$ cat config.mk
export PLATFORM = sky130hd
export DESIGN_NAME = power_mode_boot_select
export DESIGN_NICKNAME = d
export VERILOG_FILES = /design/src/hdl/pwr_seq_pkg.sv /design/src/hdl/serial_rom.sv /design/src/hdl/power_mode_boot_select.sv
export VERILOG_INCLUDE_DIRS = /design/src /design/src/hdl
export SDC_FILE = /design/constraint.sdc
export NUM_CORES = 1
export LEC_CHECK = 0
export ABC_AREA = 0
export BUFFER_PORTS_ARGS = -buffer_cell sky130_fd_sc_hd__buf_4
export CORE_AREA = 5 5 162 164
export DETAILED_ROUTE_END_ITERATION = 10
export DIE_AREA = 0 0 167 169
export GPL_TIMING_DRIVEN = 0
export MAX_ROUTING_LAYER = met4
export SETUP_SLACK_MARGIN = 0.05
export SYNTH_ARGS = -nofsm -noshare
export SYNTH_HDL_FRONTEND = slang
export SYNTH_SLANG_ARGS = --single-unit
$ cat constraint.sdc
create_clock -name core_clk -period 5.7 [get_ports core_clk]
set_input_delay 0.855 -clock core_clk [delete_from_list [all_inputs] [get_ports core_clk]]
set_output_delay 0.855 -clock core_clk [all_outputs]
set_load 0.01 [all_outputs]
$ cat src/hdl/pwr_seq_defs.svh
// Constants for the power mode and boot select sequencer
`ifndef PWR_SEQ_DEFS_SVH
`define PWR_SEQ_DEFS_SVH

`define ACT_STEPS_W      4
`define ACT_STEP_OSC     4'h2
`define ACT_STEP_DONE    4'h5
`define WAKE_CNT_W       16
`define SERIAL_ADDR_LO   32'h100007f4
`define SERIAL_ADDR_HI   32'h100007f8
`define SERIAL_PAD       16'haa55
`define BKPT_NUM         3'h4
`define WATCH_NUM        3'h2
`define BKPT_CNT_W       3

`endif

$ cat src/hdl/pwr_seq_pkg.sv
// Types for the power mode and boot select sequencer
package pwr_seq_pkg;

    typedef enum logic [2:0] {
        MODE_RESET,
        MODE_WAKE_SEQ,
        MODE_ACTIVE,
        MODE_SLEEP,
        MODE_RADIO_RX,
        MODE_RADIO_TX
    } pmode_t;

    typedef struct packed {
        logic regulators_on;
        logic lf_osc_on;
        logic hf_osc_on;
        logic radio_if_on;
        logic core_run;
        logic debug_on;
        logic rx_on;
        logic tx_on;
    } power_ctl_t;

    typedef struct packed {
        logic        valid;
        logic [31:0] addr;
    } serial_req_t;

    typedef struct packed {
        logic        valid;
        logic        hit;
        logic [31:0] data;
    } serial_rsp_t;

endpackage

$ cat src/hdl/serial_rom.sv
// Unique serial number read port with fixed padding
`timescale 1ns/1ps
`default_nettype none
`include "pwr_seq_defs.svh"

module serial_rom
    import pwr_seq_pkg::*;
(
    input  wire logic        core_clk,
    input  wire logic        rst,
    input  wire logic [47:0] serial_id,
    input  wire serial_req_t req,
    output serial_rsp_t      rsp
);

    // Two words: low word holds bytes 0..3, high word bytes 4..5 plus pad
    always_ff @(posedge core_clk or posedge rst) begin
        if (rst) begin
            rsp <= '0;
        end else begin
            rsp.valid <= req.valid;
            rsp.hit   <= 1'b0;
            rsp.data  <= 32'h0000_0000;
            if (req.valid && req.addr == `SERIAL_ADDR_LO) begin
                rsp.hit  <= 1'b1;
                rsp.data <= serial_id[31:0];
            end else if (req.valid && req.addr == `SERIAL_ADDR_HI) begin
                rsp.hit  <= 1'b1;
                rsp.data <= {`SERIAL_PAD, serial_id[47:32]};
            end
        end
    end

endmodule

`default_nettype wire

$ cat src/hdl/power_mode_boot_select.sv
// Power mode sequencer with boot source selection and serial number port
`timescale 1ns/1ps
`default_nettype none
`include "pwr_seq_defs.svh"

// How it works
// - While external reset is high the block sits in reset mode with regulators, clocks and radio off.
// - On reset release the activation sequence runs at once and ends in active mode.
// - Sleep keeps one low-speed oscillator running and turns off high-speed oscillators and radio.
// - Sleep entry and exit leave logic state and memory untouched.
// - Sleep ends in active mode when the internal wake timer expires.
// - Active mode powers all interfaces, the radio, supplies, the fast oscillator and runs the core.
// - Radio mode is active mode plus the transceiver, in exactly one of receive or transmit.
// - A high boot strap at reset selects the ROM bootloader, otherwise the flash application.
// - The debug port is unpowered while sleeping, so debug access is lost there.
// - The six-byte serial number reads as two words at fixed addresses padded with a fixed pattern.
// - Debug support offers four breakpoint and two watchpoint comparators.
module power_mode_boot_select
    import pwr_seq_pkg::*;
(
    input  wire logic                   core_clk,
    input  wire logic                   rst,
    input  wire logic                   boot_strap_pin,
    input  wire logic                   lf_xtal_sel,
    input  wire logic                   sleep_req,
    input  wire logic [`WAKE_CNT_W-1:0] sleep_ticks,
    input  wire logic                   radio_rx_req,
    input  wire logic                   radio_tx_req,
    input  wire logic                   radio_done,
    input  wire logic [47:0]            serial_id,
    input  wire serial_req_t            serial_req,
    input  wire logic [31:0]            pc_addr,
    input  wire logic [31:0]            data_addr,
    input  wire logic                   data_valid,
    input  wire logic [3:0][31:0]       bkpt_addr,
    input  wire logic [3:0]             bkpt_en,
    input  wire logic [1:0][31:0]       watch_addr,
    input  wire logic [1:0]             watch_en,
    output power_ctl_t                  power_ctl,
    output logic                        lf_xtal_on,
    output logic                        lf_ring_on,
    output logic                        boot_from_rom,
    output logic                        boot_valid,
    output pmode_t                      mode,
    output serial_rsp_t                 serial_rsp,
    output logic                        debug_halt,
    output logic [3:0]                  bkpt_hit,
    output logic [1:0]                  watch_hit
);

    pmode_t                  mode_nxt;
    logic [`ACT_STEPS_W-1:0] act_step_r;
    logic [`WAKE_CNT_W-1:0]  wake_cnt_r;
    logic                    boot_taken_r;
    logic                    lf_xtal_sel_r;
    logic [3:0]              bkpt_raw;
    logic [1:0]              watch_raw;

    // Comparator used by both breakpoint and watchpoint units
    function automatic logic addr_match(input logic        en,
                                        input logic [31:0] a,
                                        input logic [31:0] b);
        addr_match = en && (a == b);
    endfunction

    // Mode transitions
    always_comb begin
        mode_nxt = mode;
        unique case (mode)
            MODE_RESET: begin
                mode_nxt = MODE_WAKE_SEQ;
            end
            MODE_WAKE_SEQ: begin
                if (act_step_r == `ACT_STEP_DONE) begin
                    mode_nxt = MODE_ACTIVE;
                end
            end
            MODE_ACTIVE: begin
                if (sleep_req) begin
                    mode_nxt = MODE_SLEEP;
                end else if (radio_rx_req) begin
                    mode_nxt = MODE_RADIO_RX;
                end else if (radio_tx_req) begin
                    mode_nxt = MODE_RADIO_TX;
                end
            end
            MODE_SLEEP: begin
                if (wake_cnt_r == '0) begin
                    mode_nxt = MODE_ACTIVE;
                end
            end
            MODE_RADIO_RX, MODE_RADIO_TX: begin
                if (radio_done) begin
                    mode_nxt = MODE_ACTIVE;
                end
            end
            default: begin
                mode_nxt = MODE_RESET;
            end
        endcase
    end

    // Reset holds the machine in reset mode; otherwise only an illegal mode value sends it back there
    always_ff @(posedge core_clk or posedge rst) begin
        if (rst) begin
            mode <= MODE_RESET;
        end else begin
            mode <= mode_nxt;
        end
    end

    // Activation sequence step counter
    always_ff @(posedge core_clk or posedge rst) begin
        if (rst) begin
            act_step_r <= '0;
        end else if (mode == MODE_WAKE_SEQ) begin
            if (act_step_r != `ACT_STEP_DONE) begin
                act_step_r <= act_step_r + 1'b1;
            end
        end else begin
            act_step_r <= '0;
        end
    end

    // Wake timer: loaded on sleep entry, counts down while sleeping
    always_ff @(posedge core_clk or posedge rst) begin
        if (rst) begin
            wake_cnt_r <= '0;
        end else if (mode == MODE_ACTIVE && sleep_req) begin
            wake_cnt_r <= sleep_ticks;
        end else if (mode == MODE_SLEEP && wake_cnt_r != '0) begin
            wake_cnt_r <= wake_cnt_r - 1'b1;
        end
    end

    // Strap caught by a clocked process at the first edge after release
    always_ff @(posedge core_clk or posedge rst) begin
        if (rst) begin
            boot_taken_r  <= 1'b0;
            boot_from_rom <= 1'b0;
            boot_valid    <= 1'b0;
            lf_xtal_sel_r <= 1'b0;
        end else if (!boot_taken_r) begin
            boot_taken_r  <= 1'b1;
            boot_from_rom <= boot_strap_pin;
            boot_valid    <= 1'b1;
            lf_xtal_sel_r <= lf_xtal_sel;
        end
    end

    // Power domain controls, registered from the next mode
    always_ff @(posedge core_clk or posedge rst) begin
        if (rst) begin
            power_ctl  <= '0;
            lf_xtal_on <= 1'b0;
            lf_ring_on <= 1'b0;
        end else begin
            power_ctl  <= '0;
            lf_xtal_on <= 1'b0;
            lf_ring_on <= 1'b0;
            unique case (mode_nxt)
                MODE_RESET: begin
                    power_ctl <= '0;
                end
                MODE_WAKE_SEQ: begin
                    power_ctl.regulators_on <= 1'b1;
                    power_ctl.lf_osc_on     <= 1'b1;
                    power_ctl.hf_osc_on     <= act_step_r >= `ACT_STEP_OSC;
                    lf_xtal_on              <= lf_xtal_sel_r;
                    lf_ring_on              <= !lf_xtal_sel_r;
                end
                MODE_SLEEP: begin
                    // Regulators kept for retention; debug port is dark
                    power_ctl.regulators_on <= 1'b1;
                    power_ctl.lf_osc_on     <= 1'b1;
                    lf_xtal_on              <= lf_xtal_sel_r;
                    lf_ring_on              <= !lf_xtal_sel_r;
                end
                MODE_ACTIVE, MODE_RADIO_RX, MODE_RADIO_TX: begin
                    power_ctl.regulators_on <= 1'b1;
                    power_ctl.lf_osc_on     <= 1'b1;
                    power_ctl.hf_osc_on     <= 1'b1;
                    power_ctl.radio_if_on   <= 1'b1;
                    power_ctl.core_run      <= 1'b1;
                    power_ctl.debug_on      <= 1'b1;
                    power_ctl.rx_on <= (mode_nxt == MODE_RADIO_RX);
                    power_ctl.tx_on <= (mode_nxt == MODE_RADIO_TX);
                    lf_xtal_on              <= lf_xtal_sel_r;
                    lf_ring_on              <= !lf_xtal_sel_r;
                end
                default: begin
                    power_ctl <= '0;
                end
            endcase
        end
    end

    // Breakpoint and watchpoint comparators, live only while debug is powered
    genvar gi;
    generate
        for (gi = 0; gi < 4; gi++) begin : g_bkpt
            assign bkpt_raw[gi] = addr_match(bkpt_en[gi], pc_addr,
                                             bkpt_addr[gi]);
        end
        for (gi = 0; gi < 2; gi++) begin : g_watch
            assign watch_raw[gi] = addr_match(watch_en[gi] && data_valid,
                                              data_addr,
                                              watch_addr[gi]);
        end
    endgenerate

    always_ff @(posedge core_clk or posedge rst) begin
        if (rst) begin
            bkpt_hit   <= '0;
            watch_hit  <= '0;
            debug_halt <= 1'b0;
        end else begin
            bkpt_hit   <= power_ctl.debug_on ? bkpt_raw : '0;
            watch_hit  <= power_ctl.debug_on ? watch_raw : '0;
            debug_halt <= power_ctl.debug_on && ((|bkpt_raw) || (|watch_raw));
        end
    end

    serial_rom u_serial_rom (
        .core_clk  (core_clk),
        .rst       (rst),
        .serial_id (serial_id),
        .req       (serial_req),
        .rsp       (serial_rsp)
    );

endmodule

`default_nettype wire

# Word-level counts from Yosys, hierarchy flattened

Index checks and enable logic that the tools add are counted.

Register bits after elaboration: 78
Input port bits: 368
Output and inout port bits: 56
Logic and storage cells: 91

Add/subtract/negate cells: 2
Magnitude comparators: 1
Equality and inequality tests: 21
Multiplexer cells: 20
Reductions and logical operators: 24

Operators by type and width:

| kind                    | number |
|---|---|
| $eq A32 B32 Y1          | 6 |
| $mux W33                | 2 |
| $eq A32 B29 Y1 const B  | 2 |
| $mux W16                | 2 |
| $mux W3                 | 6 |
| $logic_not A16 Y1       | 1 |
| $reduce_bool A16 Y1     | 1 |
| $sub A16 B1 Y16 const B | 1 |
| $pmux W3 S5             | 1 |
| $logic_and A1 B1 Y1     | 13 |
| $eq A3 B2 Y1 const B    | 4 |
| $eq A3 B3 Y1 const B    | 4 |
| $mux W4                 | 3 |
| $eq A3 B1 Y1 const B    | 2 |
| $mux W5                 | 1 |
| $reduce_or A5 Y1        | 1 |
| $add A4 B1 Y4 const B   | 1 |
| $eq A4 B3 Y1 const B    | 1 |
| $ge A4 B2 Y1 const B    | 1 |
| $mux W2                 | 2 |
| $ne A4 B3 Y1 const B    | 1 |
| $reduce_or A2 Y1        | 2 |
| $reduce_or A4 Y1        | 1 |
| $logic_not A3 Y1        | 1 |
| 7 further kinds         | 8 |

# Depth between registers and ports, before layout

Word-level depth: 7
Depth in mapped cells: 9
Gate-level depth less buffers: 8

# Modules after synthesis

Synthesis repeated with hierarchy kept, for this count alone.

Cells, all modules: 595
Area, all modules: 5760.5 µm²

Modules (own cells, without submodules):

| module                 | times used | cells an instance | area an instance (µm²) | seq. area each (µm²) |
|---|---|---|---|---|
| power_mode_boot_select | 1          | 469               | 4142.7                 | 1026.0 |
| serial_rom             | 1          | 126               | 1617.8                 | 850.8 |

# Least setup slack after synthesis

No wires, ideal clock.

Path kind: input to register
Start: in watch_addr[20] in the netlist's numbering
End: reg debug_halt
Library setup time: 66 ps
Arrival time: 2229 ps
Data required time: 5634 ps
Slack: 3405 ps
Stages: 6
Path buffers: 0
Cell sequence: xor2_1 > nor4_1 > nand4_1 > or4_1 > nor4_1 > o31a_1

Cells in the longest elaborated chain, start to end: 5

Ends and longest elaborated chain:

| element              | RTL line                      | RTL |
|---|---|---|
| start, declared      | power_mode_boot_select.sv:37  | `input wire logic [1:0][31:0] watch_addr,` |
| $eq A32 B32 Y1       | power_mode_boot_select.sv:63  | `addr_match = en && (a == b);` |
| $logic_and A1 B1 Y1  | power_mode_boot_select.sv:63  |  |
| $reduce_or A2 Y1     | power_mode_boot_select.sv:220 | `debug_halt <= power_ctl.debug_on && ((\|bkpt_raw) \|\| (\|watch_raw));` |
| $logic_or A1 B1 Y1   | power_mode_boot_select.sv:220 |  |
| $logic_and A1 B1 Y1  | power_mode_boot_select.sv:220 |  |
| end signal, assigned | power_mode_boot_select.sv:220 |  |
| end, declared        | power_mode_boot_select.sv:46  | `output logic debug_halt,` |

Every way passes these cells.
A chain may end at the register's enable or synchronous reset.

# Worst setup path after layout

Start: in pc_addr[10]
End: reg debug_halt

Cells in the longest elaborated chain, start to end: 5
Elaborated cells between the ends (all ways): 11
Classes of those cells: eq/ne: 4; reduce/logical: 7

Ends and longest elaborated chain:

| element                 | RTL line                      | RTL |
|---|---|---|
| start, declared         | power_mode_boot_select.sv:32  | `input wire logic [31:0] pc_addr,` |
| $eq A32 B32 Y1          | power_mode_boot_select.sv:63  |  |
| $logic_and A1 B1 Y1     | power_mode_boot_select.sv:63  |  |
| $reduce_or A4 Y1 (*)    | power_mode_boot_select.sv:220 |  |
| $logic_or A1 B1 Y1 (*)  | power_mode_boot_select.sv:220 |  |
| $logic_and A1 B1 Y1 (*) | power_mode_boot_select.sv:220 |  |

Mark *: on every way between the ends. The rest lies on a longest branch, timed or not.

==> flow_summary.json <==
{
  "outcome": "finished clean",
  "finalHoldViolations": 0,
  "final_util_pct": 36.9,
  "synth-edff-count": 0,
  "grt_max_degree": 43,
  "ios": 424,
  "fin_skew_ns": 0.00850,
  "dp_hpwl_um": 22400,
  "critical_path_arrival_ns": 3.31,
  "cts_sinks": 75,
  "finalPower_mw": 2.10,
  "synth_xor_area_share_pct": 34.1,
  "hold_buffers": 0,
  "fmax_mhz": 330,
  "synth-seq-cells": 75,
  "endpoint_kind": "register",
  "drv_cap": 0,
  "busiest_layer": "met2",
  "synth_flop_cell": "dfrtp_1",
  "initial_utilization_pct": 21.6,
  "syn_area_per_cell_um2": 9.69,
  "reg2reg_depth": 9,
  "ys_types": 45,
  "drv_slew": 0,
  "fin_cells": 1304,
  "htreeDepth": 3,
  "period_needed_ns": 3.03,
  "crit_chain": "clkbuf_1 > xnor2_1 > nand4_1 > nor4_1 > nand4_1 > nor4_1 > o31a_1",
  "clk_pin_slew_ns": 0.07,
  "hp-start": "lf_xtal_sel_r$_DFFE_PP0N_",
  "antenna_left": 0,
  "synth-compound-area-share_pct": 8.11,
  "r2r_end": "wake_cnt_r[12]$_DFFE_PP0P_",
  "post_cts_buffers": 0,
  "clk_path_buf_depth": 2,
  "die_area_um2": 28200,
  "num_vias": 5580,
  "grt_pass1_vias": 6070,
  "slowest_delay_ns": 0.67,
  "routabilityCongestion": 0.955,
  "numCtsBuffers": 9,
  "met3_usage_pct": 4.06,
  "overflow": 0,
  "regToRegSetupSlack_ns": 3.34,
  "hold_path_end": "lf_ring_on$_DFF_PP0_",
  "nets": 1341,
  "finalWirelength_um": 25300,
  "synth_top_family_by_area": "XOR/XNOR gates",
  "yosysWarnings": 0,
  "synthesis.nets": 923,
  "die_w_um": 167,
  "power.leakage_nw": 4.24,
  "fin_crit_sh_pct": 53.1,
  "slew_headroom_pct": 34.2,
  "dp_cells": 1288,
  "ys_seq_area_share_pct": 35.1,
  "die_h_um": 169,
  "netlist_area_um2": 5340,
  "numPortBuffers": 406,
  "critPathKind": "in2reg",
  "cts_resized": 0,
  "synthMuxAreaShare_pct": 0.633,
  "worst-path-buf-inv": 1,
  "synth_fa_ha_area_share_pct": 0.937,
  "hp-class": "reg2reg",
  "drt_pass1_iterations": 4,
  "crit_family": "simple AND/OR/NAND/NOR gates",
  "layout-drive-gt1-share_pct": 45.2,
  "num_antenna_cells": 0,
  "tns_ns": 0,
  "rsz0062_at_grt": "no",
  "setup_viol": 0,
  "async_reset_ff_share_pct": 100,
  "clock-root-buffer": "clkbuf_16",
  "fin_area_um2": 9140,
  "tightestPinTransition_ns": 0.978,
  "area_delta_synth_final_pct": 71.2,
  "crit-reg2reg-launch": "wake_cnt_r[0]$_DFFE_PP0P_",
  "synthSimpleGateAreaFrac_pct": 17.7,
  "avgRoutedWirePerCell_um": 19.4,
  "startpoint_type": "input port",
  "grtUsageMet2_pct": 29.4,
  "powerDensity_nw_per_um2": 230,
  "grt.total_usage_pct": 17.6,
  "path_max_fanout": 4,
  "clock_latency_ns": 0.34,
  "cts_tree": "done",
  "grt_pass1_wl_um": 36200,
  "slowest_stage": "nor4_1",
  "drt_first_iter_violations": 279,
  "coreArea_um2": 24700,
  "antenna_found_initial": 0,
  "postPlaceCellArea_um2": 8830,
  "min_path_cells": 1,
  "vias_per_cell": 4.28,
  "ir_drop_uv": 168,
  "grtUsageMet1_pct": 21.0,
  "drc": 0,
  "worstPathRequired_ns": 5.98,
  "num_rows": 58,
  "syn_inst": 551
}
==> metal layers <==
layer / share of wire (%) / routed length, µm / vias to the layer above
li1: - / - / 2731
met1: 40 / 10100 / 2599
met2: 51 / 12900 / 222
met3: 6.1 / 1550 / 28
met4: 2.8 / 711 / 0
met5: 0 / 0 / -
==> registers in the layout, summed over array words and instances, names as in the netlist <==
register          flops
u_serial_rom.rsp     34
act_step_r            4
lf_ring_on            1
lf_xtal_on            1
power_ctl             5
mode                  3
boot_from_rom         1
bkpt_hit              4
wake_cnt_r           16
debug_halt            1
lf_xtal_sel_r         1
watch_hit             2
boot_taken_r          1
boot_valid            1
==> synthesized netlist by cell type, types with 2 or more instances <==
| library cell | number | area (µm²) |
|---|---|---|
| a21oi_1 | 4 | 20.0 |
| nand4_1 | 39 | 244 |
| nor3_1 | 10 | 50.1 |
| a211oi_1 | 2 | 15.0 |
| o2111ai_1 | 2 | 17.5 |
| inv_1 | 13 | 48.8 |
| nor4b_1 | 3 | 26.3 |
| xnor2_1 | 137 | 1200 |
| and3_1 | 2 | 12.5 |
| a21o_1 | 8 | 60.1 |
| nand3b_1 | 3 | 22.5 |
| dfrtp_1 | 75 | 1880 |
| and2_1 | 12 | 75.1 |
| o21ai_0 | 17 | 85.1 |
| buf_4 | 3 | 22.5 |
| a22o_1 | 16 | 140 |
| or4_1 | 4 | 30.0 |
| clkbuf_1 | 27 | 101 |
| nor4_1 | 23 | 144 |
| nor2b_1 | 3 | 18.8 |
| ha_1 | 4 | 50.1 |
| nand2_1 | 20 | 75.1 |
| nand3_1 | 13 | 65.1 |
| nand2b_1 | 5 | 31.3 |
| nand4b_1 | 3 | 26.3 |
| xor2_1 | 71 | 622 |
| mux2_2 | 3 | 33.8 |
| nor2_1 | 12 | 45.0 |
==> cell usage in the layout, fill, tap and decap left out, types with 10 or more instances in the layout <==
master,n
buf_4,409
xnor2_1,137
dfrtp_1,75
xor2_1,71
nand4_1,39
clkbuf_1,27
nor4_1,23
nand2_1,20
o21ai_0,17
a22o_1,16
nand3_1,13
inv_1,12
nor2_1,12
and2_1,12
nor3_1,10
==> cell type report <==
cell class                      count  area [µm²]
Fill cell                        2542       15600
Multi-Input combinational cell    432        3290
Timing Repair Buffer              407        3080
Sequential cell                    75        1880
Tap cell                          330         413
Clock buffer                       10         239
Buffer                             31         129
Clock inverter                      6        72.6
Inverter                           13        51.3
==> worst max-delay path by stage <==
stage	start	end	slack, ns	cells after the start
detailed placement	watch_addr[27]	debug_halt$_DFF_PP0_	2.12	7
CTS	watch_addr[27]	debug_halt$_DFF_PP0_	2.49	7
finish	pc_addr[10]	debug_halt$_DFF_PP0_	2.67	7
global placement	rst	debug_halt$_DFF_PP0_	1.74	2
floorplan	rst	act_step_r[0]$_DFFE_PP0P_	2.94	1
global route	pc_addr[29]	bkpt_hit[2]$_DFF_PP0_	2.43	7
==> stage by stage <==
stage	worst slack, ns	hold WS, ns
floorplan	2.94	0.407
global placement	1.74	0.443
detailed placement	2.12	0.459
CTS	2.49	0.472
global route	2.43	0.497
finish	2.67	0.462
==> cell families after synthesis <==
| logic type | after synthesis |
|---|---|
| muxes | 3 |
| xor gates and xnor gates | 208 |
| adders and majority gates | 4 |
| other | 1 |
| DFF | 75 |
| AOI/OAI and AO/OA | 57 |
| and+or+nand+nor | 159 |
| buffers and inverters | 44 |
==> power breakdown <==
group | leakage, nW | switching [mW] | total (mW) | internal, mW
clock network | 0.143 | 0.246 | 0.602 | 0.356
registers | 0.984 | 0.0850 | 0.706 | 0.621
logic | 3.11 | 0.367 | 0.793 | 0.427
Note: power is estimated with default switching activity, not from simulation.
